--- src/hdl/hft_pkg.sv ---
package hft_pkg;

    // register selects {reg_select_high, reg_select_low}
    localparam logic [1:0] ADDR_CTRL1      = 2'h0;
    localparam logic [1:0] ADDR_CTRL2      = 2'h1;
    localparam logic [1:0] ADDR_TX_CONT    = 2'h2;
    localparam logic [1:0] ADDR_TX_TERM    = 2'h3;

    // first control register, read side is the status register
    localparam int         BIT_RX_RST      = 0;
    localparam int         BIT_TX_RST      = 1;
    localparam logic       RST_RX_RST      = 1'b1;
    localparam logic       RST_TX_RST      = 1'b1;

    // second control register
    localparam int         BIT_TWO_BYTE    = 0;
    localparam int         BIT_FLAG_IDLE   = 1;
    localparam int         BIT_TX_LAST     = 2;
    localparam logic       RST_TWO_BYTE    = 1'b0;
    localparam logic       RST_FLAG_IDLE   = 1'b0;

    // status register
    localparam int         BIT_ST_SPACE    = 0;
    localparam int         BIT_ST_EMPTY    = 1;
    localparam int         BIT_ST_IN_FRAME = 2;
    localparam int         BIT_ST_CTS_OFF  = 3;

    // transmit queue
    localparam int         FIFO_DEPTH      = 3;
    localparam logic [1:0] FIFO_FULL       = 2'h3;
    localparam logic [1:0] NEED_ONE        = 2'h1;
    localparam logic [1:0] NEED_TWO        = 2'h2;

    // line coding
    localparam logic [7:0]  FLAG_PATTERN   = 8'h7E;
    localparam logic [2:0]  STUFF_RUN      = 3'h5;
    localparam logic [3:0]  LAST_DATA_BIT  = 4'h7;
    localparam logic [3:0]  LAST_CRC_BIT   = 4'hF;
    localparam logic [15:0] CRC_INIT       = 16'hFFFF;
    localparam logic [15:0] CRC_POLY_REFL  = 16'h8408;

    typedef struct packed {
        logic       last;
        logic [7:0] data;
    } hft_entry_t;

    typedef enum logic [1:0] {
        ST_MARK = 2'b00,
        ST_FLAG = 2'b01,
        ST_DATA = 2'b10,
        ST_CRC  = 2'b11
    } hft_state_t;

endpackage : hft_pkg

--- src/hdl/hft_transmitter.sv ---
`timescale 1ns/1ps
// Behaviour
// - master reset holds the whole device in a latched reset state
// - clearing a section's soft reset bit releases only that section
// - soft reset release is ignored until master reset has gone high
// - setting a soft reset bit at any time resets that section again
// - transmit queue refuses data while the transmitter is in reset
// - after release send mark idle or flag fill as selected
// - idle fill lasts until the host loads data
// - transmit space status forced low in reset or with clear-to-send off
// - one-byte mode: status high when one queue byte is free
// - two-byte mode: status high only when two queue bytes are free
// - first byte written at frame-continue address starts a frame
// - from mark idle an opening flag begins within a few bit clocks
// - from flag fill the current flag opens the frame
// - frame continues while bytes arrive at the frame-continue address
// - byte written at frame-terminate address is the final data byte
// - transmit-last bit marks the most recent continue byte as final
// - after the final byte send check sequence then a closing flag
// - next frame's bytes queue behind the current frame without loss
// - a closing flag may double as the next opening flag
// - with no new frame, return to the selected idle fill
module hft_transmitter
    import hft_pkg::*;
(
    input  wire logic       I_REF_CLK,
    input  wire logic       I_RST_N,
    input  wire logic       I_REG_SELECT_HIGH,
    input  wire logic       I_REG_SELECT_LOW,
    input  wire logic [7:0] I_WDATA,
    input  wire logic       I_WR,
    input  wire logic       I_RD,
    output logic [7:0]      O_RDATA,
    input  wire logic       I_TRANSMIT_BIT_CLOCK,
    input  wire logic       I_CTS_N,
    output logic            O_SERIAL_OUT,
    output logic            O_TX_SPACE_OR_FRAME_DONE,
    output logic            O_RECEIVER_SOFT_RESET
);

    logic [1:0] sel;
    logic       rst_ok_r;
    logic       rx_rst_r;
    logic       tx_rst_r;
    logic       two_byte_r;
    logic       flag_idle_r;
    logic       last_req;
    logic       push;
    logic       pop;
    logic       clk_s1_r;
    logic       clk_s2_r;
    logic       clk_s3_r;
    logic       cts_n_s1_r;
    logic       cts_n_s2_r;
    logic       tick;
    hft_entry_t wr_entry;
    hft_entry_t head;
    logic [1:0] fifo_cnt;
    logic [1:0] need;
    hft_state_t st_r;
    logic [15:0] sh_r;
    logic [3:0] bit_r;
    logic [2:0] ones_r;
    logic [15:0] crc_r;
    logic [15:0] crc_bit;
    logic       last_r;
    logic       close_r;
    logic       head_last;
    logic       serial_r;
    logic       space_r;
    logic [7:0] rdata_r;

    // reflected CCITT step, data sent least significant bit first
    function automatic logic [15:0] crc_step(input logic [15:0] c, input logic b);
        logic fb;
        fb = c[0] ^ b;
        crc_step = (c >> 1) ^ (fb ? CRC_POLY_REFL : 16'h0000);
    endfunction : crc_step

    assign sel = {I_REG_SELECT_HIGH, I_REG_SELECT_LOW};

    // writes are only honoured one cycle after the master reset is gone
    always_ff @(posedge I_REF_CLK or negedge I_RST_N) begin
        if (!I_RST_N) begin
            rst_ok_r <= 1'b0;
        end else begin
            rst_ok_r <= 1'b1;
        end
    end

    always_ff @(posedge I_REF_CLK or negedge I_RST_N) begin
        if (!I_RST_N) begin
            rx_rst_r <= RST_RX_RST;
            tx_rst_r <= RST_TX_RST;
        end else if (I_WR && sel == ADDR_CTRL1 && rst_ok_r) begin
            rx_rst_r <= I_WDATA[BIT_RX_RST];
            tx_rst_r <= I_WDATA[BIT_TX_RST];
        end
    end

    always_ff @(posedge I_REF_CLK or negedge I_RST_N) begin
        if (!I_RST_N) begin
            two_byte_r  <= RST_TWO_BYTE;
            flag_idle_r <= RST_FLAG_IDLE;
        end else if (I_WR && sel == ADDR_CTRL2 && rst_ok_r) begin
            two_byte_r  <= I_WDATA[BIT_TWO_BYTE];
            flag_idle_r <= I_WDATA[BIT_FLAG_IDLE];
        end
    end

    assign last_req = I_WR && sel == ADDR_CTRL2 && I_WDATA[BIT_TX_LAST] && !tx_rst_r;
    // a write into a full queue is dropped; software must watch the status
    assign push = I_WR && sel[1] && !tx_rst_r && fifo_cnt != FIFO_FULL;
    assign wr_entry.last = (sel == ADDR_TX_TERM);
    assign wr_entry.data = I_WDATA;

    always_ff @(posedge I_REF_CLK or negedge I_RST_N) begin
        if (!I_RST_N) begin
            clk_s1_r   <= 1'b0;
            clk_s2_r   <= 1'b0;
            clk_s3_r   <= 1'b0;
            cts_n_s1_r <= 1'b1;
            cts_n_s2_r <= 1'b1;
        end else begin
            clk_s1_r   <= I_TRANSMIT_BIT_CLOCK;
            clk_s2_r   <= clk_s1_r;
            clk_s3_r   <= clk_s2_r;
            cts_n_s1_r <= I_CTS_N;
            cts_n_s2_r <= cts_n_s1_r;
        end
    end

    // bits change on the falling edge so the far end samples on the rising one
    assign tick = clk_s3_r && !clk_s2_r;

    hft_tx_fifo u_fifo (
        .i_clk       (I_REF_CLK),
        .i_rst_n     (I_RST_N),
        .i_flush     (tx_rst_r),
        .i_push      (push),
        .i_data      (wr_entry),
        .i_pop       (pop),
        .i_mark_last (last_req),
        .o_head      (head),
        .o_count     (fifo_cnt)
    );

    assign crc_bit = crc_step(crc_r, sh_r[0]);
    // a transmit-last that lands on the byte being popped must not be lost
    assign head_last = head.last || (last_req && fifo_cnt == 2'h1);
    assign pop = tick && !tx_rst_r && fifo_cnt != 2'h0 &&
                 ((st_r == ST_FLAG && bit_r == LAST_DATA_BIT) ||
                  (st_r == ST_DATA && ones_r != STUFF_RUN && bit_r == LAST_DATA_BIT
                   && !last_r));

    always_ff @(posedge I_REF_CLK or negedge I_RST_N) begin
        if (!I_RST_N) begin
            st_r     <= ST_MARK;
            sh_r     <= 16'h0000;
            bit_r    <= 4'h0;
            ones_r   <= 3'h0;
            crc_r    <= CRC_INIT;
            last_r   <= 1'b0;
            close_r  <= 1'b0;
            serial_r <= 1'b1;
        end else if (tx_rst_r) begin
            st_r     <= ST_MARK;
            serial_r <= 1'b1;
            last_r   <= 1'b0;
            close_r  <= 1'b0;
        end else begin
            if (last_req && fifo_cnt == 2'h0 && st_r == ST_DATA) begin
                last_r <= 1'b1;
            end
            if (tick) begin
                case (st_r)
                    ST_MARK: begin
                        serial_r <= 1'b1;
                        if (fifo_cnt != 2'h0 || flag_idle_r) begin
                            st_r  <= ST_FLAG;
                            sh_r  <= {8'h00, FLAG_PATTERN};
                            bit_r <= 4'h0;
                        end
                    end
                    ST_FLAG: begin
                        serial_r <= sh_r[0];
                        sh_r     <= sh_r >> 1;
                        bit_r    <= bit_r + 4'h1;
                        if (bit_r == LAST_DATA_BIT) begin
                            bit_r <= 4'h0;
                            if (fifo_cnt != 2'h0) begin
                                st_r   <= ST_DATA;
                                sh_r   <= {8'h00, head.data};
                                last_r <= head_last;
                                crc_r  <= CRC_INIT;
                                ones_r <= 3'h0;
                            end else if (flag_idle_r) begin
                                sh_r <= {8'h00, FLAG_PATTERN};
                            end else begin
                                st_r <= ST_MARK;
                            end
                        end
                    end
                    ST_DATA, ST_CRC: begin
                        if (ones_r == STUFF_RUN) begin
                            serial_r <= 1'b0;
                            ones_r   <= 3'h0;
                            if (close_r) begin
                                close_r <= 1'b0;
                                st_r    <= ST_FLAG;
                                sh_r    <= {8'h00, FLAG_PATTERN};
                                bit_r   <= 4'h0;
                            end
                        end else begin
                            serial_r <= sh_r[0];
                            ones_r   <= sh_r[0] ? ones_r + 3'h1 : 3'h0;
                            sh_r     <= sh_r >> 1;
                            bit_r    <= bit_r + 4'h1;
                            if (st_r == ST_DATA) begin
                                crc_r <= crc_bit;
                                if (bit_r == LAST_DATA_BIT) begin
                                    bit_r <= 4'h0;
                                    // an empty queue mid-frame closes it cleanly
                                    if (last_r || fifo_cnt == 2'h0) begin
                                        st_r <= ST_CRC;
                                        sh_r <= ~crc_bit;
                                    end else begin
                                        sh_r   <= {8'h00, head.data};
                                        last_r <= head_last;
                                    end
                                end
                            end else if (bit_r == LAST_CRC_BIT) begin
                                // five ones at the very end still need their zero
                                if (sh_r[0] && ones_r == STUFF_RUN - 3'h1) begin
                                    close_r <= 1'b1;
                                end else begin
                                    st_r  <= ST_FLAG;
                                    sh_r  <= {8'h00, FLAG_PATTERN};
                                    bit_r <= 4'h0;
                                end
                            end
                        end
                    end
                    default: begin
                        st_r <= ST_MARK;
                    end
                endcase
            end
        end
    end

    assign need = two_byte_r ? NEED_TWO : NEED_ONE;

    always_ff @(posedge I_REF_CLK or negedge I_RST_N) begin
        if (!I_RST_N) begin
            space_r <= 1'b0;
        end else begin
            space_r <= !tx_rst_r && !cts_n_s2_r &&
                       (FIFO_FULL - fifo_cnt) >= need;
        end
    end

    always_ff @(posedge I_REF_CLK or negedge I_RST_N) begin
        if (!I_RST_N) begin
            rdata_r <= 8'h00;
        end else if (I_RD) begin
            case (sel)
                ADDR_CTRL1: begin
                    rdata_r <= 8'h00;
                    rdata_r[BIT_ST_SPACE]    <= space_r;
                    rdata_r[BIT_ST_EMPTY]    <= fifo_cnt == 2'h0;
                    rdata_r[BIT_ST_IN_FRAME] <= st_r == ST_DATA || st_r == ST_CRC;
                    rdata_r[BIT_ST_CTS_OFF]  <= cts_n_s2_r;
                end
                ADDR_CTRL2: begin
                    rdata_r <= 8'h00;
                    rdata_r[BIT_TWO_BYTE]  <= two_byte_r;
                    rdata_r[BIT_FLAG_IDLE] <= flag_idle_r;
                end
                default: begin
                    rdata_r <= 8'h00;
                end
            endcase
        end else begin
            rdata_r <= 8'h00;
        end
    end

    assign O_RDATA                  = rdata_r;
    assign O_SERIAL_OUT             = serial_r;
    assign O_TX_SPACE_OR_FRAME_DONE = space_r;
    assign O_RECEIVER_SOFT_RESET    = rx_rst_r;
endmodule : hft_transmitter

--- src/hdl/hft_tx_fifo.sv ---
`timescale 1ns/1ps
module hft_tx_fifo
    import hft_pkg::*;
(
    input  wire logic       i_clk,
    input  wire logic       i_rst_n,
    input  wire logic       i_flush,
    input  wire logic       i_push,
    input  hft_entry_t      i_data,
    input  wire logic       i_pop,
    input  wire logic       i_mark_last,
    output hft_entry_t      o_head,
    output logic [1:0]      o_count
);

    hft_entry_t mem_r   [FIFO_DEPTH];
    hft_entry_t mem_nxt [FIFO_DEPTH];
    logic [1:0] cnt_r;
    logic [1:0] cnt_nxt;

    always_comb begin
        mem_nxt = mem_r;
        cnt_nxt = cnt_r;
        // mark before the shift so the index still points at the newest entry
        if (i_mark_last && cnt_r != 2'h0) begin
            mem_nxt[cnt_r - 2'h1].last = 1'b1;
        end
        if (i_pop && cnt_r != 2'h0) begin
            for (int i = 0; i < FIFO_DEPTH - 1; i++) begin
                mem_nxt[i] = mem_nxt[i + 1];
            end
            cnt_nxt = cnt_nxt - 2'h1;
        end
        if (i_push && cnt_nxt != FIFO_FULL) begin
            mem_nxt[cnt_nxt] = i_data;
            cnt_nxt          = cnt_nxt + 2'h1;
        end
    end

    always_ff @(posedge i_clk or negedge i_rst_n) begin
        if (!i_rst_n) begin
            cnt_r <= 2'h0;
            for (int i = 0; i < FIFO_DEPTH; i++) begin
                mem_r[i] <= '0;
            end
        end else if (i_flush) begin
            cnt_r <= 2'h0;
        end else begin
            cnt_r <= cnt_nxt;
            mem_r <= mem_nxt;
        end
    end

    assign o_head  = mem_r[0];
    assign o_count = cnt_r;

endmodule : hft_tx_fifo

--- config.mk ---
export PLATFORM = sky130hd
export DESIGN_NAME = hft_transmitter
export DESIGN_NICKNAME = d
export VERILOG_FILES = /design/src/hdl/hft_pkg.sv /design/src/hdl/hft_transmitter.sv /design/src/hdl/hft_tx_fifo.sv
export SDC_FILE = /design/constraint.sdc
export NUM_CORES = 1
export LEC_CHECK = 0
export BUFFER_PORTS_ARGS = -buffer_cell sky130_fd_sc_hd__buf_2
export CAP_MARGIN = 5
export CORE_MARGIN = 2
export CORE_UTILIZATION = 25
export CTS_CLUSTER_DIAMETER = 200
export DETAILED_ROUTE_END_ITERATION = 6
export PLACE_DENSITY = 0.35
export SETUP_SLACK_MARGIN = 0.02
export SLEW_MARGIN = 30
export SYNTH_ARGS = -nofsm -noshare
export SYNTH_HDL_FRONTEND = slang
export SYNTH_SLANG_ARGS = --single-unit
--- constraint.sdc ---
create_clock -name I_REF_CLK -period 4.9 [get_ports I_REF_CLK]
set_clock_uncertainty 0.1 [all_clocks]
set_input_delay 0.98 -clock I_REF_CLK [delete_from_list [all_inputs] [get_ports I_REF_CLK]]
set_output_delay 0.98 -clock I_REF_CLK [all_outputs]
set_load 0.01 [all_outputs]
==> results.tsv, run 1 <==
stage	metric	value	unit
drt	final wirelength	13900	um
critical_path	CP Cell Sequence	inv_1 > ha_1 > a21bo_2 > o31a_1 > o211ai_1 > ha_1 > nor2b_1 > nand2_1 > o211ai_1 > nand3_1	
floorplanning	Initial Utilization	25.6	%
final_layout	nets	538	
floorplanning	DIE HEIGHT	146	um
placed_design	routability cong.	0.765	
drt	Routed Antenna Nets	0	
drt	Vias	3933	
sta	Tcrit/Tclk final	77.3	%
clocking	clock-pin slew on the worst setup and hold paths	0.07	ns
critical_path	FF-to-FF End	u_fifo.mem_r[16]$_DFFE_PN0N_	
pwr	maximum VDD drop	0.000207	V
placed_design	Placed Area	5320	um2
hold_path	hold crit path type	flop to flop	
global_routing	vias in the first global route	4007	
pwr	total power	2880	uW
critical_path	crit path to	u_fifo.mem_r[16]$_DFFE_PN0N_	
sta	fmax	264	MHz
floorplanning	die width	146	um
clocking	post_cts resized	0	
outcome	run status	finished, final reports clean	
synth	Ys Warns	0	
final_layout	final non-filler cell total	777	
final_layout	share of cells above drive strength 1	19.7	%
final_layout	Area Growth Syn to Fin	12.5	%
sta	RSZ-0062 raised after global routing	false	
sta	final hold violation count	0	
global_routing	global routing usage on met2	20.9	%
synth	Post-Synth Adder-Cell Area	3.74	%
critical_path	reg2reg setup slack	1.11	ns
clocking	CTS tree	yes	
synth	Yosys top cell area share	33.4	%
global_routing	met3 Usage GRT	3.39	%
job	max cap viols	0	
critical_path	Critical Path AT	3.92	ns
sta	Final setup viols	0	
synth	Netlist cell types	65	
placed_design	HPWL after DPL	9280	um
synth	Compound-Gate Fraction of Synth Area	21.4	%
synth	Primary FF master, synth	dfrtp_1	
synth	Synth top cells by count	dfrtp_1, nand2_1, a21oi_1, nor2_1, nand3_1	
sta	Max-slew headroom	36.9	%
global_routing	GRT busiest layer	met2	
critical_path	CP delay by family, top	compound AO/OA/AOI/OAI gates	
clocking	total clock buffers created by CTS	9	
pwr	P_leak	0.00232	uW
final_layout	diode count	0	
critical_path	Worst setup EP type	flop	
critical_path	CP Max Fanout	19	
synth	top-count cell post-synth	dfrtp_1	
sta	worst slew pin tran	0.941	ns
clocking	CTS Hold Buffers Added	0	
placed_design	cell count after placement	761	
synth	Mapped Area	5010	um2
clocking	CTS Buffer Depth	2	
synth	Post-synth EDFFs	0	
drt	Pre-antenna DRT Iters	4	
drt	routed wire length per instance	17.8	um
critical_path	sum of buffers and inverters on the critical path	1	
critical_path	Crit path depth	10	
pwr	PwrDens	510	nW/um2
drt	Iteration-0 DRC Markers	172	
synth	Post-Synth XOR/XNOR Area	0.524	%
global_routing	GR Layer Usage met1	19.5	%
clocking	clock root buffer	clkbuf_16	
synth	Seq/Total Area, Yosys	44.4	%
floorplanning	area of the core	19600	um2
placed_design	I/O Buffers	22	
clocking	H-tree level count	3	
critical_path	r2r worst-path depth	10	
final_layout	post-route cell area	5640	um2
drt	via/cell ratio	5.06	
hold_path	Hold Startpoint	clk_s1_r$_DFF_PN0_	
synth	synth top area cells	dfrtp_1, dfstp_2, ha_1, mux2_2, nand2_1	
floorplanning	die area	21200	um2
floorplanning	io pins	27	
critical_path	critical path required time	5.03	ns
placed_design	pre-CTS setup slack	1.13	ns
critical_path	Crit Path Class	flop to flop	
synth	Synth Area in Simple Gates	18.6	%
synth	mux cell area share after synthesis	4.97	%
sta	fin crit period	3.79	ns
global_routing	global-route wire length before repair	23100	um
global_routing	largest net degree at the start of global routing	67	
synth	post-synth top area cell	dfrtp_1	
critical_path	Startpoint Class	flop	
clocking	setup bufs post-CTS	0	
sta	Final WS setup	1.11	ns
clocking	clk_lat worst skew	0.35	ns
synth	largest family of logic cells by synthesized area	compound AO/OA/AOI/OAI gates	
global_routing	gr usage total	13.7	%
synth	Syn Inst Count	510	
critical_path	Critical-path top delay cell	o31a_1	
floorplanning	row count	51	
sta	final setup TNS	0	ns
global_routing	initial antenna violation count	0	
sta	final max-slew violation count	0	
critical_path	Max stage delay on crit path	0.72	ns
global_routing	GRT overflow	0	
critical_path	Worst setup startpoint	ones_r[1]$_DFFE_PN0P_	
critical_path	worst r2r src	ones_r[1]$_DFFE_PN0P_	
drt	DR DRC count	0	
synth	Yosys reg bits	88	
synth	Avg Cell Area, Syn	9.83	um2
clocking	clock sink count	88	
synth	ys async rst share	100	%
report_power, final:
group | leakage, uW | internal [uW] | switching (uW)
clock network | 0.000156 | 438 | 300
registers | 0.00108 | 980 | 169
logic | 0.00109 | 374 | 618
final cells by class:
| type | count | area (um2) |
|---|---|---|
| clock inverter | 4 | 51.3 |
| timing repair buffer | 29 | 169 |
| multi-input combinational | 356 | 2510 |
| tap | 265 | 332 |
| fill | 2118 | 13900 |
| sequential | 88 | 2230 |
| inverter | 23 | 86.3 |
| clock buffer | 12 | 267 |
per-layer routing:
metal / vias up / share of wire [%]
met1: 1975 / 50
li1: 1882 / -
met4: 0 / 0.93
met2: 66 / 46
met3: 10 / 3.3
met5: - / 0
metrics by stage:
stage,utilization (%),hold slack (ns)
floorplan,-,0.231
global placement,27.1,0.233
detailed placement,27.1,0.239
CTS,28.8,0.255
global route,28.8,0.267
finish,28.8,0.252
sequential cells by signal (all words and copies together) (netlist names), 2 cells and up:
register and flops:
u_fifo.o_head 9, O_RDATA 4, u_fifo.mem_r 18, st_r 2, crc_r 16, u_fifo.o_count 2, ones_r 3, bit_r 4
sh_r 16
how the worst min path moves through the flow:
stage,endpoint,depth (start not counted),slack [ns]
global route,clk_s2_r$_DFF_PN0_,0,0.27
global placement,clk_s2_r$_DFF_PN0_,0,0.23
CTS,clk_s2_r$_DFF_PN0_,0,0.25
finish,clk_s2_r$_DFF_PN0_,0,0.25
floorplan,clk_s2_r$_DFF_PN0_,0,0.23
detailed placement,clk_s2_r$_DFF_PN0_,0,0.24
layout by cell type (no fill, tap or decap), types with 7 or more instances in the layout:
| cell type | instances |
|---|---|
| nand2b_1 | 7 |
| buf_4 | 7 |
| ha_1 | 15 |
| buf_2 | 21 |
| nand2_1 | 42 |
| o31ai_2 | 7 |
| dfstp_2 | 21 |
| inv_1 | 23 |
| nor2b_1 | 8 |
| a21oi_1 | 25 |
| a221oi_1 | 13 |
| mux2_2 | 15 |
| dfrtp_1 | 67 |
| o211ai_1 | 20 |
| nand4_1 | 19 |
| o21ai_0 | 12 |
| nor2_1 | 26 |
| a22o_1 | 7 |
| a41oi_1 | 13 |
| nor3_1 | 7 |
| clkbuf_16 | 9 |
| nand3_1 | 24 |
| mux2i_1 | 8 |
kinds of logic (layout without fill, tap and decap cells):
kind of cell / Yosys count / count (layout)
AND/OR/NAND/NOR: 170 / 170
XOR/XNOR: 3 / 3
multiplexers: 23 / 23
adder cells (fa/ha/maj): 15 / 15
buffers and inverters: 69 / 68
AO/OA/AOI/OAI: 140 / 140
other: 2 / 5
flip-flops: 88 / 88
Power figures use the tool's default switching activity.
==> inputs of run 2 (changes only) <==
- ABC_AREA: not set -> 1
- clock period: 4.9 -> 3.5 ns (I/O delays scaled with it)
==> run 2 against run 1 <==
Count of clock-buffer cells in the layout fell by 2. Core utilization grew 0.36 points. Routed wire length grew 0.81%. Worst setup slack lost 0.69 ns. Synthesized cell count up 35%.
==> results.tsv, run 2 <==
stage	metric	value	unit	change
outcome	run status	finished, final reports clean		
final_layout	nets	742		+38%
final_layout	Area Growth Syn to Fin	13.7	%	
global_routing	global-route wire length before repair	23300	um	+1.1%
floorplanning	row count	51		unchanged
drt	DR DRC count	0		unchanged
critical_path	CP Cell Sequence	inv_1 > ha_1 > inv_2 > nand2_4 > nor2_2 > nand2_2 > clkinv_2 > nand2_1 > nand2_1 > inv_1 > ha_1 > nor2_1 > nand2_1 > inv_2 > nand2_2 > o21ai_0 > inv_1 > nand2_1 > nand2_1		
synth	synth top area cells	dfrtp_1, nand2_1, dfstp_2, inv_1, nand3_1		
job	max cap viols	0		unchanged
global_routing	GR Layer Usage met1	19.3	%	-0.17 points
drt	Routed Antenna Nets	0		unchanged
floorplanning	die width	146	um	+0.27%
global_routing	GRT busiest layer	met2		
drt	Pre-antenna DRT Iters	4		unchanged
critical_path	Critical Path AT	3.22	ns	-0.70 ns
drt	Vias	4249		+8.0%
placed_design	routability cong.	0.778		+1.6%
global_routing	GRT overflow	0		unchanged
clocking	CTS Buffer Depth	2		unchanged
pwr	Internal Power	2510	uW	+40%
hold_path	hold crit path type	flop to flop		
critical_path	Max stage delay on crit path	0.43	ns	-0.29 ns
pwr	switching pwr	1740	uW	+60%
placed_design	Placed Area	5430	um2	+2.1%
pwr	P_leak	0.00285	uW	+23%
critical_path	reg2reg setup slack	0.42	ns	-0.69 ns
sta	final setup TNS	0	ns	unchanged
pwr	total power	4250	uW	+48%
sta	worst hold slack	0.256	ns	+0.00393 ns
synth	Primary FF master, synth	dfrtp_1		
critical_path	critical path required time	3.65	ns	-1.38 ns
sta	RSZ-0062 raised after global routing	false		
critical_path	CP Max Fanout	18		-1
synth	top-count cell post-synth	nand2_1		
critical_path	Worst setup EP type	flop		
synth	Yosys top cell area share	33.3	%	-0.18 points
clocking	total clock buffers created by CTS	9		unchanged
floorplanning	io pins	27		unchanged
pwr	Seq pwr share	41.0	%	+1.1 points
drt	routed wire length per instance	14.3	um	-20%
pwr	Clock power frac	23.3	%	-2.3 points
synth	Netlist cell types	39		-40%
critical_path	Critical-path top delay cell	dfrtp_1		
pwr	switching part of the total power	40.9	%	+3.1 points
global_routing	gr usage total	13.9	%	+0.19 points
sta	Final setup viols	0		unchanged
clocking	CTS tree	yes		
final_layout	register area	2230	um2	unchanged
pwr	PwrDens	741	nW/um2	+45%
synth	Yosys reg bits	88		unchanged
global_routing	largest net degree at the start of global routing	52		-22%
sta	fin crit period	3.08	ns	-0.711 ns
final_layout	diode count	0		unchanged
global_routing	initial antenna violation count	0		unchanged
final_layout	Filler Cell Count	2214		+4.5%
floorplanning	DIE HEIGHT	146	um	+0.27%
placed_design	I/O Buffers	22		unchanged
final_layout	post-route cell area	5730	um2	+1.6%
clocking	clock root buffer	clkbuf_16		
sta	Max-slew headroom	54.9	%	+18 points
synth	post-synth top area cell	dfrtp_1		
global_routing	vias in the first global route	4263		+6.4%
critical_path	CP most frequent cell	nand2_1		
final_layout	register name with the most flops	u_fifo.mem_r		
sta	Tcrit/Tclk final	87.9	%	+11 points
placed_design	HPWL after DPL	10200	um	+9.6%
synth	Seq/Total Area, Yosys	44.2	%	-0.24 points
sta	final hold violation count	0		unchanged
final_layout	most frequent cells in the layout	nand2_1, inv_1, dfrtp_1		
clocking	H-tree level count	3		unchanged
drt	Iteration-0 DRC Markers	206		+20%
final_layout	share of cells above drive strength 1	14.1	%	-5.6 points
clocking	clock-pin slew on the worst setup and hold paths	0.07	ns	about the same
critical_path	Startpoint Class	flop		
final_layout	leading cell type in the layout, fill and taps excluded	nand2_1		
critical_path	Crit Path Class	flop to flop		
synth	Syn Inst Count	689		+35%
final_layout	largest registers	u_fifo.mem_r: 18 flops, crc_r: 16 flops, sh_r: 16 flops		
drt	final wirelength	14000	um	+0.81%
final_layout	max reg flops	18		unchanged
clocking	clk_lat worst skew	0.35	ns	about the same
sta	worst slew pin tran	0.677	ns	-0.264 ns
synth	Mapped Area	5040	um2	+0.55%
sta	final max-slew violation count	0		unchanged
synth	Avg Cell Area, Syn	7.32	um2	-26%
global_routing	global routing usage on met2	22.3	%	+1.4 points
final_layout	Multi-input gate area	2330	um2	-7.0%
global_routing	met3 Usage GRT	2.56	%	-0.82 points
floorplanning	Initial Utilization	25.7	%	+0.057 points
drt	via/cell ratio	4.33		-14%
floorplanning	die area	21300	um2	+0.54%
sta	fmax	325	MHz	+23%
pwr	combinational share of power	35.6	%	+1.1 points
synth	Synth top cells by count	nand2_1, inv_1, dfrtp_1		
floorplanning	area of the core	19700	um2	+0.33%
clocking	clock sink count	88		unchanged
synth	ys async rst share	100	%	unchanged
synth	Post-synth EDFFs	0		unchanged
synth	Ys Warns	0		unchanged
pwr	maximum VDD drop	0.000277	V	+34%
run 2: final timing paths:
path                                           endpoint  cells after the start                   startpoint
setup / recovery           u_fifo.o_head[2]$_DFFE_PN0N_                     19  u_fifo.o_count[0]$_DFF_PN0_
hold / removal                       clk_s2_r$_DFF_PN0_                      0           clk_s1_r$_DFF_PN0_
setup reg to reg           u_fifo.o_head[2]$_DFFE_PN0N_                     19  u_fifo.o_count[0]$_DFF_PN0_
min in group asynchronous          bit_r[0]$_DFFE_PN0P_                      1                      I_RST_N
hold reg to reg                      clk_s2_r$_DFF_PN0_                      0           clk_s1_r$_DFF_PN0_
max in group asynchronous          crc_r[5]$_DFFE_PN1P_                      2                      I_RST_N
run 2: power by group through the flow:
stage               clock network [uW]  registers, uW  logic, uW
floorplan                            0           1650       1170
global placement                     0           1770       1530
global route                      1080           1800       1790
CTS                               1040           1750       1540
finish                             991           1740       1510
detailed placement                   0           1770       1530
run 2: kinds of logic (layout without fill, tap and decap cells):
group | after synthesis | after routing | synth area share, %
flip-flops | 88 | 88 | 44.2
buffers and inverters | 115 | 139 | 9.83
other | 2 | 5 | 0.149
XOR/XNOR | 3 | 3 | 0.670
AO/OA/AOI/OAI | 119 | 119 | 12.5
AND/OR/NAND/NOR | 347 | 347 | 29.0
adder cells (fa/ha/maj) | 15 | 15 | 3.72
run 2: final cells by class:
| class | count | share of cell area, % |
|---|---|---|
| inverters | 89 | 5.89 |
| clock buffers | 10 | 3.99 |
| well taps | 265 | 5.78 |
| flip-flops and latches | 88 | 38.9 |
| clock inverters | 6 | 1.20 |
| multi-input cells | 489 | 40.7 |
| repair buffers | 34 | 3.54 |
run 2: stage by stage:
stage	std cells	worst slack, ns	utilization, %
floorplan	692	0.845	-
global placement	965	0.453	27.6
detailed placement	965	0.237	27.6
CTS	981	0.223	29.1
global route	981	0.0513	29.2
finish	981	0.424	29.2
run 2: layer usage:
layer | part of all wire (%) | vias up
li1 | - | 2206
met1 | 50 | 1981
met2 | 46 | 52
met3 | 3.0 | 10
met4 | 0.96 | 0
met5 | 0 | -
run 2: timing repair:
| action | CTS | global route |
|---|---|---|
| gates resized for setup | 0 | 2 |
| endpoints found under the setup margin | 0 | 18 |
| hold buffers | 0 | 0 |
| buffers inserted | 0 | 0 |
run 2: worst max-delay path, delay by kind of cell, from the launching register on:
| kind | cells | cell delay [ns] |
|---|---|---|
| buffers and inverters | 6 | 0.65 |
| AND/OR/NAND/NOR | 10 | 1.04 |
| adder cells (fa/ha/maj) | 2 | 0.46 |
| flip-flops | 1 | 0.43 |
| AO/OA/AOI/OAI | 1 | 0.27 |
==> inputs of run 3 (changes only) <==
- CAP_MARGIN: 5 -> 10
- CORE_ASPECT_RATIO: not set -> 1.25
- clock period: 3.5 -> 3.6 ns (I/O delays scaled with it)
==> run 3 against run 2 <==
Final cell count is 0.41% higher. Design area is 0.20% higher. Count of clock-buffer cells in the layout is 1 lower. Die area hardly changed. Maximum frequency is 1.8% lower. Power is 2.3% lower. Clock power hardly changed. First-iteration DRC count is 4.9% lower. Core utilization is 0.39 points lower. Critical path depth stayed put.
==> results.tsv, run 3 (synthesis gave the netlist of run 2 again) <==
stage	metric	value	unit	change
outcome	run status	finished, final reports clean		
floorplanning	row count	58		+14%
floorplanning	io pins	27		unchanged
final_layout	Filler Cell Count	2225		+0.50%
global_routing	initial antenna violation count	0		unchanged
sta	final setup TNS	0	ns	unchanged
clocking	clock-pin slew on the worst setup and hold paths	0.07	ns	about the same
critical_path	Worst setup EP type	flop		
drt	Vias	4316		+1.6%
clocking	clock root buffer	clkbuf_16		
placed_design	I/O Buffers	22		unchanged
pwr	P_leak	0.00285	uW	about the same
final_layout	Area Growth Syn to Fin	13.9	%	
final_layout	max reg flops	18		unchanged
sta	RSZ-0062 raised after global routing	true		
sta	Tcrit/Tclk final	87.0	%	-0.85 points
global_routing	vias in the first global route	4488		+5.3%
critical_path	critical path required time	3.75	ns	+0.10 ns
placed_design	routability cong.	0.756		-2.8%
job	max cap viols	0		unchanged
pwr	total power	4150	uW	-2.3%
drt	DR DRC count	0		unchanged
sta	final max-slew violation count	0		unchanged
sta	Final setup viols	0		unchanged
critical_path	Startpoint Class	flop		
sta	fin crit period	3.13	ns	+0.0573 ns
sta	fmax	319	MHz	-1.8%
floorplanning	DIE HEIGHT	163	um	+11%
critical_path	CP delay by family, top	simple AND/OR/NAND/NOR gates		
sta	Max-slew headroom	54.6	%	-0.28 points
floorplanning	die width	131	um	-10%
drt	Pre-antenna DRT Iters	4		unchanged
final_layout	final core utilization	28.8	%	-0.39 points
floorplanning	Initial Utilization	25.3	%	-0.39 points
final_layout	register name with the most flops	u_fifo.mem_r		
critical_path	Critical Path AT	3.29	ns	+0.07 ns
drt	Routed Antenna Nets	0		unchanged
hold_path	hold crit path type	flop to flop		
critical_path	sum of buffers and inverters on the critical path	6		unchanged
critical_path	CP Cell Sequence	inv_1 > ha_1 > inv_2 > nand2_4 > nor2_2 > nand2_2 > clkinv_2 > nand2_1 > nand2_1 > inv_1 > ha_1 > nor2_1 > nand2_1 > inv_2 > nand2_1 > o21ai_0 > inv_1 > nand2_1 > nand2_1		
drt	Iteration-0 DRC Markers	196		-4.9%
floorplanning	area of the core	20000	um2	+1.5%
global_routing	global-route wire length before repair	23700	um	+1.3%
critical_path	Critical-path top delay cell	dfrtp_1		
clocking	H-tree level count	3		unchanged
critical_path	CP most frequent cell	nand2_1		
global_routing	largest net degree at the start of global routing	50		-3.8%
drt	routed wire length per instance	14.3	um	+0.28%
drt	via/cell ratio	4.38		+1.2%
final_layout	nets	741		-0.13%
global_routing	GRT overflow	0		unchanged
pwr	PwrDens	723	nW/um2	-2.5%
drt	final wirelength	14100	um	+0.69%
placed_design	cell count after placement	969		+0.41%
sta	worst slew pin tran	0.681	ns	+0.00416 ns
clocking	setup bufs post-CTS	0		unchanged
clocking	total clock buffers created by CTS	9		unchanged
clocking	clock sink count	88		unchanged
final_layout	share of cells above drive strength 1	14.0	%	-0.12 points
sta	final hold violation count	0		unchanged
pwr	maximum VDD drop	0.000235	V	-15%
final_layout	largest registers	u_fifo.mem_r: 18 flops, crc_r: 16 flops, sh_r: 16 flops		
clocking	CTS tree	yes		
clocking	clk_lat worst skew	0.35	ns	about the same
floorplanning	die area	21300	um2	about the same
final_layout	most frequent cells in the layout	nand2_1, inv_1, dfrtp_1		
clocking	post_cts resized	0		unchanged
critical_path	Crit Path Class	flop to flop		
clocking	CTS Hold Buffers Added	0		unchanged
critical_path	CP Max Fanout	18		unchanged
clocking	CTS Buffer Depth	2		unchanged
final_layout	diode count	0		unchanged
placed_design	HPWL after DPL	10200	um	about the same
final_layout	final non-filler cell total	985		+0.41%
final_layout	leading cell type in the layout, fill and taps excluded	nand2_1		
critical_path	Max stage delay on crit path	0.42	ns	about the same
global_routing	gr usage total	14.5	%	+0.65 points
==> run 3: changes by cell type in the layout (fill, tap and decap cells not counted), moves of 2 or more <==
cell / before / now
buf_4: 13 / 11
clkinv_4: 3 / 1
inv_6: 1 / 3
nand2_1: 224 / 226
nand2_2: 5 / 3
==> run 3: layout make-up <==
class / instances / area, um2 / area share, %
clock buffer: 9 / 225 / 3.92
inverter: 89 / 338 / 5.88
multi-input combinational: 489 / 2330 / 40.6
clock inverter: 7 / 77.6 / 1.35
tap: 270 / 338 / 5.88
sequential: 88 / 2230 / 38.8
timing repair buffer: 33 / 208 / 3.62
==> run 3: metal layers <==
| metal | track usage (%) | up-vias | part of all wire (%) |
|---|---|---|---|
| met2 | 25.4 | 65 | 51 |
| met4 | 6.72 | 0 | 2.5 |
| li1 | - | 2217 | - |
| met3 | 1.97 | 17 | 2.4 |
| met1 | 17.4 | 2017 | 44 |
| met5 | 0 | - | 0 |
==> run 3: final timing paths <==
check	startpoint	endpoint	slack [ns]	cells after the start
worst max-delay path	u_fifo.o_count[0]$_DFF_PN0_	u_fifo.mem_r[13]$_DFFE_PN0N_	0.47	19
worst min-delay path	cts_n_s1_r$_DFF_PN1_	cts_n_s2_r$_DFF_PN1_	0.26	0
worst max register to register	u_fifo.o_count[0]$_DFF_PN0_	u_fifo.mem_r[13]$_DFFE_PN0N_	0.47	19
worst min register to register	cts_n_s1_r$_DFF_PN1_	cts_n_s2_r$_DFF_PN1_	0.26	0
max in group asynchronous	I_RST_N	crc_r[2]$_DFFE_PN1P_	2.36	2
min in group asynchronous	I_RST_N	ones_r[2]$_DFFE_PN0P_	0.31	1
==> run 3: through the flow <==
step / setup WS (ns) / hold slack (ns) / instance area, um2
floorplan: 0.945 / 0.231 / 5050
global placement: 0.641 / 0.244 / 5440
detailed placement: 0.455 / 0.243 / 5440
CTS: 0.436 / 0.261 / 5740
global route: 0.0172 / 0.270 / 5740
finish: 0.467 / 0.260 / 5740
==> run 3: power breakdown <==
part           internal, uW  leakage, uW  switching (uW)
registers              1400      0.00108             273
clock network           546     0.000147             442
logic                   503      0.00162             987
